<file path="src/hw/pmta_pkg.sv">
// Purpose: shared constants and carriers for program memory table access
// Assumes: one core clock, flash read data valid one cycle after strobe
// Notes: register select codes address the special function space port
// Notes on behaviour
// RQ1 - Eight-bit table latch in special function space
// RQ2 - Three pointer bytes join into 22-bit pointer
// RQ3 - Low 21 pointer bits address 2 Mbytes
// RQ4 - Top pointer bit selects identification/configuration space
// RQ5 - Four pointer modes: hold, postinc, postdec, preinc
// RQ6 - Pointer stepping touches only low 21 bits
// RQ7 - Table read uses full pointer, loads latch
// RQ8 - Table write: pointer bits 2:0 pick holding register
// RQ9 - Long write start: bits 21:3 pick block
// RQ10 - Erase: bits 21:6 pick block, 5:0 ignored
// RQ11 - Stepping wraps modulo 2^21, no top carry
package pmta_pkg;

  localparam int PTR_W = 22;
  localparam int LOW_W = 21;
  localparam int BYTE_W = 8;
  localparam int HOLD_SEL_W = 3;
  localparam int WBLK_LSB = 3;
  localparam int EBLK_LSB = 6;
  localparam int WBLK_W = PTR_W - WBLK_LSB;
  localparam int EBLK_W = PTR_W - EBLK_LSB;
  localparam int CFG_BIT = 21;

  localparam logic [BYTE_W-1:0] LATCH_RST = 8'h00;
  localparam logic [PTR_W-1:0] PTR_RST = 22'h00_0000;
  localparam logic [LOW_W-1:0] LOW_ONE = 21'h00_0001;

  // Register select codes on the special function space port
  localparam logic [1:0] SEL_LATCH = 2'h0;
  localparam logic [1:0] SEL_PTR_LOW = 2'h1;
  localparam logic [1:0] SEL_PTR_HIGH = 2'h2;
  localparam logic [1:0] SEL_PTR_UPPER = 2'h3;

  typedef enum logic [1:0] {
    MODE_HOLD = 2'h0,
    MODE_POST_INC = 2'h1,
    MODE_POST_DEC = 2'h2,
    MODE_PRE_INC = 2'h3
  } pmta_mode_type;

  typedef enum logic [1:0] {
    ST_IDLE = 2'h0,
    ST_ADDR = 2'h1,
    ST_DATA = 2'h3
  } pmta_state_type;

  typedef struct packed {
    logic valid;
    logic is_write;
    pmta_mode_type mode;
  } pmta_op_req_type;

  typedef struct packed {
    logic we;
    logic [1:0] sel;
    logic [BYTE_W-1:0] data;
  } pmta_sfr_wr_type;

  typedef struct packed {
    logic en;
    logic cfg_space;
    logic [PTR_W-1:0] addr;
  } pmta_rd_req_type;

  typedef struct packed {
    logic we;
    logic [HOLD_SEL_W-1:0] sel;
    logic [BYTE_W-1:0] data;
  } pmta_hold_wr_type;

endpackage : pmta_pkg

</file>
<file path="src/hw/pmta_ptr_step.sv">
// Purpose: pointer plus and minus one for table instructions
// Assumes: purely combinational, same clock as caller
// Notes: top bit passes through untouched
`timescale 1ns/1ns
module pmta_ptr_step (
  input wire logic [pmta_pkg::PTR_W-1:0] ptr,
  output logic [pmta_pkg::PTR_W-1:0] ptr_inc,
  output logic [pmta_pkg::PTR_W-1:0] ptr_dec
);
  import pmta_pkg::*;

  logic [LOW_W-1:0] low_inc;
  logic [LOW_W-1:0] low_dec;

  // Width-limited sum drops the carry, so the low field wraps
  always_comb begin
    low_inc = ptr[LOW_W-1:0] + LOW_ONE; // RQ11
    low_dec = ptr[LOW_W-1:0] - LOW_ONE; // RQ11
    ptr_inc = {ptr[CFG_BIT], low_inc}; // RQ6
    ptr_dec = {ptr[CFG_BIT], low_dec}; // RQ6
  end

endmodule : pmta_ptr_step

</file>
<file path="src/hw/pmta_table_access.sv">
// Purpose: table pointer, table latch and address staging toward flash
// Assumes: core and flash logic share ref_clk; flash returns read byte
// Assumes: exactly one cycle after the read strobe
// Notes: special function space writes take priority over a new op
`timescale 1ns/1ns
module pmta_table_access (
  input wire logic ref_clk,
  input wire logic rst_b,
  input wire pmta_pkg::pmta_sfr_wr_type sfr_wr,
  input wire logic [1:0] sfr_rd_sel,
  output logic [pmta_pkg::BYTE_W-1:0] sfr_rd_data,
  input wire pmta_pkg::pmta_op_req_type op_req,
  output logic op_busy,
  output logic op_done,
  output pmta_pkg::pmta_rd_req_type rd_req,
  input wire logic [pmta_pkg::BYTE_W-1:0] rd_data,
  output pmta_pkg::pmta_hold_wr_type hold_wr,
  input wire logic long_write_start,
  output logic long_write_go,
  output logic [pmta_pkg::WBLK_W-1:0] long_write_block,
  input wire logic erase_start,
  output logic erase_go,
  output logic [pmta_pkg::EBLK_W-1:0] erase_block
);
  import pmta_pkg::*;

  pmta_state_type state;
  pmta_state_type next_state;
  logic [BYTE_W-1:0] table_data_latch;
  logic [BYTE_W-1:0] next_table_data_latch;
  logic [PTR_W-1:0] program_byte_pointer;
  logic [PTR_W-1:0] next_program_byte_pointer;
  logic op_is_write;
  logic next_op_is_write;
  pmta_mode_type op_mode;
  pmta_mode_type next_op_mode;
  logic next_op_busy;
  logic next_op_done;
  logic [BYTE_W-1:0] next_sfr_rd_data;
  pmta_rd_req_type next_rd_req;
  pmta_hold_wr_type next_hold_wr;
  logic next_long_write_go;
  logic [WBLK_W-1:0] next_long_write_block;
  logic next_erase_go;
  logic [EBLK_W-1:0] next_erase_block;
  logic [PTR_W-1:0] ptr_inc;
  logic [PTR_W-1:0] ptr_dec;
  logic [PTR_W-1:0] eff_ptr;

  // Byte views of the joined pointer
  logic [BYTE_W-1:0] pointer_upper_byte;
  logic [BYTE_W-1:0] pointer_high_byte;
  logic [BYTE_W-1:0] pointer_low_byte;

  // Upper byte holds only bits 21:16; bits 7:6 read as zero
  assign pointer_upper_byte = {2'h0, program_byte_pointer[PTR_W-1:2*BYTE_W]}; // RQ2
  assign pointer_high_byte = program_byte_pointer[2*BYTE_W-1:BYTE_W]; // RQ2
  assign pointer_low_byte = program_byte_pointer[BYTE_W-1:0]; // RQ2

  pmta_ptr_step u_step (
    .ptr(program_byte_pointer),
    .ptr_inc(ptr_inc),
    .ptr_dec(ptr_dec)
  );

  // Register read mux, one cycle of latency
  always_comb begin
    case (sfr_rd_sel)
      SEL_LATCH: next_sfr_rd_data = table_data_latch; // RQ1
      SEL_PTR_LOW: next_sfr_rd_data = pointer_low_byte;
      SEL_PTR_HIGH: next_sfr_rd_data = pointer_high_byte;
      SEL_PTR_UPPER: next_sfr_rd_data = pointer_upper_byte;
      default: next_sfr_rd_data = 8'h00;
    endcase
  end

  // Pre-increment picks the stepped pointer as the access address
  always_comb begin
    if (op_req.mode == MODE_PRE_INC) begin
      eff_ptr = ptr_inc; // RQ5
    end else begin
      eff_ptr = program_byte_pointer;
    end
  end

  // Sequencer, pointer and latch
  always_comb begin
    next_state = state;
    next_table_data_latch = table_data_latch;
    next_program_byte_pointer = program_byte_pointer;
    next_op_is_write = op_is_write;
    next_op_mode = op_mode;
    next_op_done = 1'b0;
    next_rd_req = '0;
    next_hold_wr = '0;
    case (state)
      ST_IDLE: begin
        // A register write wins; a pending op waits one more cycle
        if (sfr_wr.we) begin
          case (sfr_wr.sel)
            SEL_LATCH: next_table_data_latch = sfr_wr.data; // RQ1
            SEL_PTR_LOW: next_program_byte_pointer[BYTE_W-1:0] = sfr_wr.data; // RQ2
            SEL_PTR_HIGH: next_program_byte_pointer[2*BYTE_W-1:BYTE_W] = sfr_wr.data; // RQ2
            SEL_PTR_UPPER: begin
              // Only six bits exist above bit 15
              next_program_byte_pointer[PTR_W-1:2*BYTE_W] = sfr_wr.data[5:0]; // RQ2
            end
            default: next_program_byte_pointer = program_byte_pointer;
          endcase
        end else if (op_req.valid) begin
          next_program_byte_pointer = eff_ptr; // RQ5
          next_op_is_write = op_req.is_write;
          next_op_mode = op_req.mode;
          if (op_req.is_write) begin
            next_hold_wr.we = 1'b1;
            next_hold_wr.sel = eff_ptr[HOLD_SEL_W-1:0]; // RQ8
            next_hold_wr.data = table_data_latch; // RQ8
          end else begin
            next_rd_req.en = 1'b1;
            next_rd_req.addr = eff_ptr; // RQ7 RQ3
            next_rd_req.cfg_space = eff_ptr[CFG_BIT]; // RQ4
          end
          next_state = ST_ADDR;
        end
      end
      ST_ADDR: begin
        next_state = ST_DATA;
      end
      ST_DATA: begin
        // Flash byte stands this cycle, one after the strobe
        if (!op_is_write) begin
          next_table_data_latch = rd_data; // RQ7
        end
        case (op_mode)
          MODE_POST_INC: next_program_byte_pointer = ptr_inc; // RQ5
          MODE_POST_DEC: next_program_byte_pointer = ptr_dec; // RQ5
          default: next_program_byte_pointer = program_byte_pointer; // RQ5
        endcase
        next_op_done = 1'b1;
        next_state = ST_IDLE;
      end
      default: begin
        next_state = ST_IDLE;
      end
    endcase
    next_op_busy = (next_state != ST_IDLE);
  end

  // Long write block follows the pointer only at a start pulse
  always_comb begin
    next_long_write_go = long_write_start;
    next_long_write_block = long_write_block;
    if (long_write_start) begin
      next_long_write_block = program_byte_pointer[PTR_W-1:WBLK_LSB]; // RQ9
    end
  end

  // Erase block uses the pointer as it stood before any same-cycle write
  always_comb begin
    next_erase_go = erase_start;
    next_erase_block = erase_block;
    if (erase_start) begin
      // Low six bits are dropped, any byte in the block selects it
      next_erase_block = program_byte_pointer[PTR_W-1:EBLK_LSB]; // RQ10
    end
  end

  // Sequencer, pointer and latch registers
  always_ff @(posedge ref_clk or negedge rst_b) begin
    if (!rst_b) begin
      state <= ST_IDLE;
      table_data_latch <= LATCH_RST;
      program_byte_pointer <= PTR_RST;
      op_is_write <= 1'b0;
      op_mode <= MODE_HOLD;
      op_busy <= 1'b0;
      op_done <= 1'b0;
    end else begin
      state <= next_state;
      table_data_latch <= next_table_data_latch;
      program_byte_pointer <= next_program_byte_pointer;
      op_is_write <= next_op_is_write;
      op_mode <= next_op_mode;
      op_busy <= next_op_busy;
      op_done <= next_op_done;
    end
  end

  // Flash strobes last one cycle; the next pass clears them
  always_ff @(posedge ref_clk or negedge rst_b) begin
    if (!rst_b) begin
      rd_req <= '0;
      hold_wr <= '0;
    end else begin
      rd_req <= next_rd_req;
      hold_wr <= next_hold_wr;
    end
  end

  // Read-back register, one cycle behind the select
  always_ff @(posedge ref_clk or negedge rst_b) begin
    if (!rst_b) begin
      sfr_rd_data <= LATCH_RST;
    end else begin
      sfr_rd_data <= next_sfr_rd_data;
    end
  end

  // Long write echo and block
  always_ff @(posedge ref_clk or negedge rst_b) begin
    if (!rst_b) begin
      long_write_go <= 1'b0;
      long_write_block <= '0;
    end else begin
      long_write_go <= next_long_write_go;
      long_write_block <= next_long_write_block;
    end
  end

  // Erase echo and block
  always_ff @(posedge ref_clk or negedge rst_b) begin
    if (!rst_b) begin
      erase_go <= 1'b0;
      erase_block <= '0;
    end else begin
      erase_go <= next_erase_go;
      erase_block <= next_erase_block;
    end
  end

endmodule : pmta_table_access

</file>
<file path="config.mk">
export PLATFORM = sky130hd
export DESIGN_NAME = pmta_table_access
export DESIGN_NICKNAME = d
export VERILOG_FILES = /design/src/hw/pmta_pkg.sv /design/src/hw/pmta_ptr_step.sv /design/src/hw/pmta_table_access.sv
export SDC_FILE = /design/constraint.sdc
export NUM_CORES = 1
export LEC_CHECK = 0
export ABC_AREA = 1
export BUFFER_PORTS_ARGS = -buffer_cell sky130_fd_sc_hd__buf_2
export CORE_MARGIN = 2
export CORE_UTILIZATION = 30
export CTS_CLUSTER_SIZE = 40
export DETAILED_ROUTE_END_ITERATION = 7
export SYNTH_ARGS = -nofsm -noshare
export SYNTH_HDL_FRONTEND = slang
export SYNTH_SLANG_ARGS = --single-unit
</file>
<file path="constraint.sdc">
create_clock -name ref_clk -period 2.81 [get_ports ref_clk]
set_input_delay 0.843 -clock ref_clk [delete_from_list [all_inputs] [get_ports ref_clk]]
set_output_delay 0.843 -clock ref_clk [all_outputs]
set_load 0.01 [all_outputs]
</file>
==> impl_metrics.ini, run 1 <==
[logic_synthesis]
yosys.area.top_type = dfrtp_1
synthCells = 827
netlist-cell-type-count = 37
ys.flop_type = dfrtp_1
async_reset_ff_share_pct = 100
avgSynthCellArea_um2 = 7.58
yosysWarnings = 0
synth_top_area_share_pct = 46.7
syn_area_um2 = 6270
synth-edff-count = 0
ys_ff_latch = 117
yosysSeqAreaShare_pct = 46.7
synth_fp_nets = 859
synthTopCellsByArea = dfrtp_1 47%, nand2_1 13%, nor2_1 8.3%

[route]
dr.pass1.iters = 5
num_vias = 5887
drt_iter0_drc = 484
route.detailed.drc = 0
wl_per_cell_um = 16.4
routed_wl_mm = 19.8
routed_via_density = 4.87
ant_nets = 0

[sta]
min_period_ns = 2.16
hold_viol_final = 0
setup_viol = 0
tns_ns = 0
clock_skew_ns = 0.00827
tightest_slew_ns = 0.894
finalCritPeriodShare_pct = 76.8
fmax_mhz = 464
maxSlewHeadroom_pct = 40.3
rsz0062_at_grt = no
maxSlewViolCount = 0

[placement]
dp_hpwl_mm = 14.4
port-buffer-count = 111
gp_congestion = 0.920

[clock_network]
cts_buffers = 17
cts_setup_buffers = 0
path_clk_slew_ns = 0.06
htree_levels = 4
postCtsHoldBufs = 0
cts-root-buf = clkbuf_16
clk_latency_ns = 0.42
cts_resized = 0
cts_tree = built
clock_path_buffers = 2
cts_sinks = 117

[floorplan]
die_h_um = 149
num_io_pins = 112
die-width_um = 149
rows = 52
core_um2 = 20400
dieArea_um2 = 22100
start_util_pct = 30.8

[setup_path]
worst-setup-path-type = reg -> reg
rrSetupSlack_ns = 0.65
endpoint_kind = register
worstPathMaxFanout = 6
timing.rr.start = program_byte_pointer[1]
start_kind = register
worst_r2r_path_depth = 10
cp.arrival_ns = 2.47
regToRegEndpoint = program_byte_pointer[18]
crit_required_ns = 3.12

[final_layout]
fin_nets = 958
area.sequential_um2 = 2930
fill_cells = 2128
diodes = 0
multi_input_area_um2 = 2840
area_delta_synth_final_pct = 23.1
drive_above_1_share_pct = 19.8

[grt]
grt_max_degree = 53
grt_pass1_vias = 5606
gr-total-overflow = 0
grt_pass1_wl_mm = 31.0
gr-usage-all-layers_pct = 18.5
antenna_found_initial = 0

[pwr]
peakVddDrop_mv = 0.384
leakage_nw = 3.92
p_total_mw = 8.58
power.density_nw_per_um2 = 1110

[job]
cap_violations = 0

[worst_hold_path]
min_path_type = in -> async

[run_status]
status = complete, no violations
worst max-delay path by stage:
| stage | slack [ns] | to | start |
|---|---|---|---|
| after global placement | 0.64 | program_byte_pointer[11] | sfr_wr[10] |
| after floorplan | 1.05 | program_byte_pointer[2] | op_req[0] |
| after detailed placement | 0.57 | program_byte_pointer[1] | sfr_wr[10] |
| after global routing | 0.47 | program_byte_pointer[18] | program_byte_pointer[1] |
| final | 0.65 | program_byte_pointer[18] | program_byte_pointer[1] |
| after CTS | 0.72 | program_byte_pointer[18] | program_byte_pointer[1] |
state kept, by name (all words and copies together), names as in the netlist, 2 cells and up:
register              cells
program_byte_pointer     22
erase_block              16
long_write_block         19
table_data_latch          8
sfr_rd_data               8
hold_wr                  12
rd_req                   23
state                     2
op_mode                   2
cell usage after synthesis (5+ instances only):
cell and n:
nand2_1 210, nor2_1 139, dfrtp_1 117, nand3_1 70
inv_1 57, a21oi_1 56, o21ai_0 34, clkbuf_1 17
o21ai_1 13, xor2_1 13, buf_2 11, a31oi_1 10
buf_4 10, nor2_2 9, nand4_1 8, inv_2 7
buf_6 6, o2111ai_1 6, o211ai_1 5
cell usage in the layout, fill, tap and decap left out, types with 2 or more instances in the layout:
master     count
nor2_2         9
nor2_8         2
nand3_1       70
bufinv_16      7
nand4_1        8
a31oi_1       10
nand2_1      210
clkinv_1       2
nand2_4        3
o211ai_1       5
dfrtp_1      117
nand3_2        2
clkbuf_8       4
o2111ai_1      6
a21oi_1       56
inv_1         57
clkbuf_16     17
inv_2          7
ha_1           3
o21ai_1       13
buf_2        110
nand2_2        3
buf_4         13
clkbuf_1       2
o21ai_0       34
xor2_1        13
nor2_1       139
nor2_4         3
layout make-up:
type | count | area share, %
clock inverter | 8 | 2.82
sequential | 117 | 37.9
clock buffer | 23 | 6.32
inverter | 66 | 3.21
multi-input combinational | 600 | 36.7
timing repair buffer | 124 | 8.65
tap | 270 | 4.37
metrics by stage:
step	hold slack, ns	util [%]	std cells	area (um^2)	setup slack [ns]
after detailed placement	0.466	34.5	1177	7020	0.572
after CTS	0.412	37.9	1208	7720	0.716
after floorplan	0.442	-	827	6270	1.05
after global placement	0.456	34.5	1177	7020	0.642
after global routing	0.426	37.9	1208	7720	0.465
final	0.397	37.9	1208	7720	0.653
kinds of logic (layout without fill, tap and decap cells):
kind of cell | after synthesis | after routing | share of synthesized area (%)
compound gates | 128 | 128 | 11.2
xor+xnor | 15 | 15 | 2.21
fa+ha+maj | 3 | 3 | 0.599
buf+inv | 110 | 221 | 8.12
flops | 117 | 117 | 46.7
mux | 2 | 2 | 0.339
simple gates | 452 | 452 | 30.9
worst max-delay path, cell delays in order (launching register included):
cell and delay [ns]:
dfrtp_1 0.50, ha_1 0.28, nand2_1 0.12, nor2_4 0.24, nand3_1 0.23, o21ai_1 0.22
nand3_1 0.11, nand3_1 0.09, nand2_1 0.06, a21oi_1 0.13, nor2_1 0.05
power by group:
| group | total, mW | switching [mW] | internal (mW) |
|---|---|---|---|
| clock | 2.61 | 0.764 | 1.84 |
| sequential | 2.90 | 0.687 | 2.21 |
| combinational | 3.07 | 2.04 | 1.03 |
| total | 8.58 | 3.49 | 5.09 |
layer usage:
layer  vias to the layer above  part of all wire, %  GRT usage [%]
li1                       2869                    -              -
met1                      2804                   44           24.1
met2                       182                   48           29.8
met3                        32                  5.9           4.54
met4                         0                  2.2           7.19
met5                         -                    0              0
(Power assumes the default switching activity.)
==> run 2, diff against run 1 <==
==> constraint.sdc (replaced) <==
create_clock -name ref_clk -period 1.9 [get_ports ref_clk]
set_input_delay 0.57 -clock ref_clk [delete_from_list [all_inputs] [get_ports ref_clk]]
set_output_delay 0.57 -clock ref_clk [all_outputs]
set_load 0.01 [all_outputs]
==> run 2 against run 1 <==
Compared with the run above: count of clock-buffer cells in the layout shrank 1; non-clock buffer count increased by 40; first-iteration DRC count up 17%; maximum frequency grew 22%; die area stayed put; total power is 50% higher; sequential share of layout area down 1.6 points; final cell count grew 3.3%.
==> impl_metrics.ini, run 2 (synthesis results as in run 1) <==
[run_status]
status = complete, no violations

[grt]
gr-total-overflow = 0
gr-usage-all-layers_pct = 19.0
grt_pass1_wl_mm = 31.7
grt_max_degree = 41
antenna_found_initial = 0
grt_pass1_vias = 5773

[setup_path]
cp.arrival_ns = 2.13
worst-setup-path-type = reg -> reg
cp_slowest_cell = dfrtp_1
rrSetupSlack_ns = 0.13
critPathMaxStageDelay_ns = 0.36
regToRegEndpoint = program_byte_pointer[12]
worst_r2r_path_depth = 13
timing.rr.start = program_byte_pointer[1]
crit_required_ns = 2.26
path_cells = ha_2 > nand2_1 > nor2_4 > buf_12 > nand2_4 > nor2_8 > xor2_2 > inv_2 > nand2_1 > nand3_1 > nand2_1 > nand3_1 > nand2_1
start_kind = register
worstPathMaxFanout = 5
endpoint_kind = register
cp_common_cell = nand2_1

[final_layout]
fill_cells = 2113
instances_no_fill = 1248
diodes = 0
final_cell_mix = 208 x nand2_1, 136 x nor2_1, 111 x dfrtp_1
utilization_pct = 39.7
largest_reg_flops = 23
final_cell_area_um2 = 8080
fin_nets = 998
reg_top3 = rd_req: 23 flops, program_byte_pointer: 22 flops, long_write_block: 19 flops
drive_above_1_share_pct = 24.7
area_delta_synth_final_pct = 28.7
area.sequential_um2 = 2940
final_common_cell = nand2_1
multi_input_area_um2 = 2890
top_register = rd_req

[pwr]
power.density_nw_per_um2 = 1600
leakage_nw = 4.10
share_comb_of_total_power_pct = 42.0
seqPwrFrac_pct = 31.4
peakVddDrop_mv = 0.598
p_total_mw = 12.9
switching_share_pct = 40.9
p_int_mw = 7.63
p_switching_mw = 5.27
pwr-share-clk_pct = 26.6

[clock_network]
cts_resized = 0
clock_path_buffers = 2
cts_buffers = 17
cts-root-buf = clkbuf_16
postCtsHoldBufs = 0
cts_setup_buffers = 0
clk_latency_ns = 0.42
htree_levels = 4
cts_tree = built
path_clk_slew_ns = 0.05
cts_sinks = 117

[floorplan]
start_util_pct = 30.8
dieArea_um2 = 22100
die-width_um = 149
num_io_pins = 112
die_h_um = 149
core_um2 = 20400
rows = 52

[job]
cap_violations = 0

[sta]
finalCritPeriodShare_pct = 93.1
setup_slack_ns = 0.132
tightest_slew_ns = 0.538
tns_ns = 0
hold_viol_final = 0
min_period_ns = 1.77
maxSlewHeadroom_pct = 64.0
rsz0062_at_grt = yes
clock_skew_ns = 0.00936
timing.hold.ws_ns = 0.0634
setup_viol = 0
maxSlewViolCount = 0
fmax_mhz = 566

[route]
routed_wl_mm = 20.1
wl_per_cell_um = 16.1
drt_iter0_drc = 564
route.met3.wl_mm = 1.43
wl_met1_mm = 8.64
route.detailed.drc = 0
dr.pass1.iters = 6
num_vias = 6003
ant_nets = 0
routed.top_layer = met4
dr_wl_met2_mm = 9.32
routed_via_density = 4.81

[placement]
port-buffer-count = 111
dp.cells = 1217
place_ws_ns = 0.0756
gp_congestion = 0.924
dpl_cell_area_um2 = 7380
dp_hpwl_mm = 14.9

[worst_hold_path]
min_path_type = in -> async
## run 2: changes by cell type in the layout (fill, tap and decap cells not counted), sizes merged
cell | previous run | this run
buf | 124 | 164
bufinv | 7 | 4
clkinvlp | 1 | 0
clkbuf | 23 | 22
clkinv | 2 | 7
## run 2: area by class of cell
class,count,area share (%)
Inverter,66,3.07
Clock buffer,22,6.00
Timing Repair Buffer,164,12.8
Tap cell,270,4.18
Clock inverter,9,1.84
Multi-Input combinational cell,600,35.8
Sequential cell,117,36.3
## run 2: worst max-delay path: cells and delay by family, from the launching register on
| kind | cells | cell delay, ns |
|---|---|---|
| xor+xnor | 1 | 0.18 |
| fa+ha+maj | 1 | 0.21 |
| buf+inv | 2 | 0.16 |
| flops | 1 | 0.36 |
| simple gates | 9 | 0.80 |
## run 2: layer usage
layer  global-route usage, %  vias to the layer above
li1                        -                     2948
met1                    24.6                     2766
met2                    30.0                      243
met3                    4.33                       46
met4                    8.95                        0
met5                       0                        -
## run 2: power groups by stage
| stage | combinational (mW) | sequential [mW] | clock [mW] |
|---|---|---|---|
| 6_report | 5.43 | 4.05 | 3.43 |
| 5_1_grt | 6.08 | 4.15 | 3.63 |
| 4_1_cts | 5.34 | 4.02 | 3.50 |
| 3_5_place_dp | 5.32 | 4.06 | 0 |
| 3_3_place_gp | 5.30 | 4.05 | 0 |
| 2_1_floorplan | 3.39 | 3.93 | 0 |
## run 2: worst max-delay path by stage
stage                               end               startpoint  cells after the start
2_1_floorplan  program_byte_pointer[14]  program_byte_pointer[0]                     12
3_3_place_gp    program_byte_pointer[8]  program_byte_pointer[0]                     10
3_5_place_dp    program_byte_pointer[8]  program_byte_pointer[0]                     10
4_1_cts         program_byte_pointer[8]  program_byte_pointer[0]                     10
5_1_grt        program_byte_pointer[20]  program_byte_pointer[0]                     12
6_report       program_byte_pointer[12]  program_byte_pointer[1]                     13
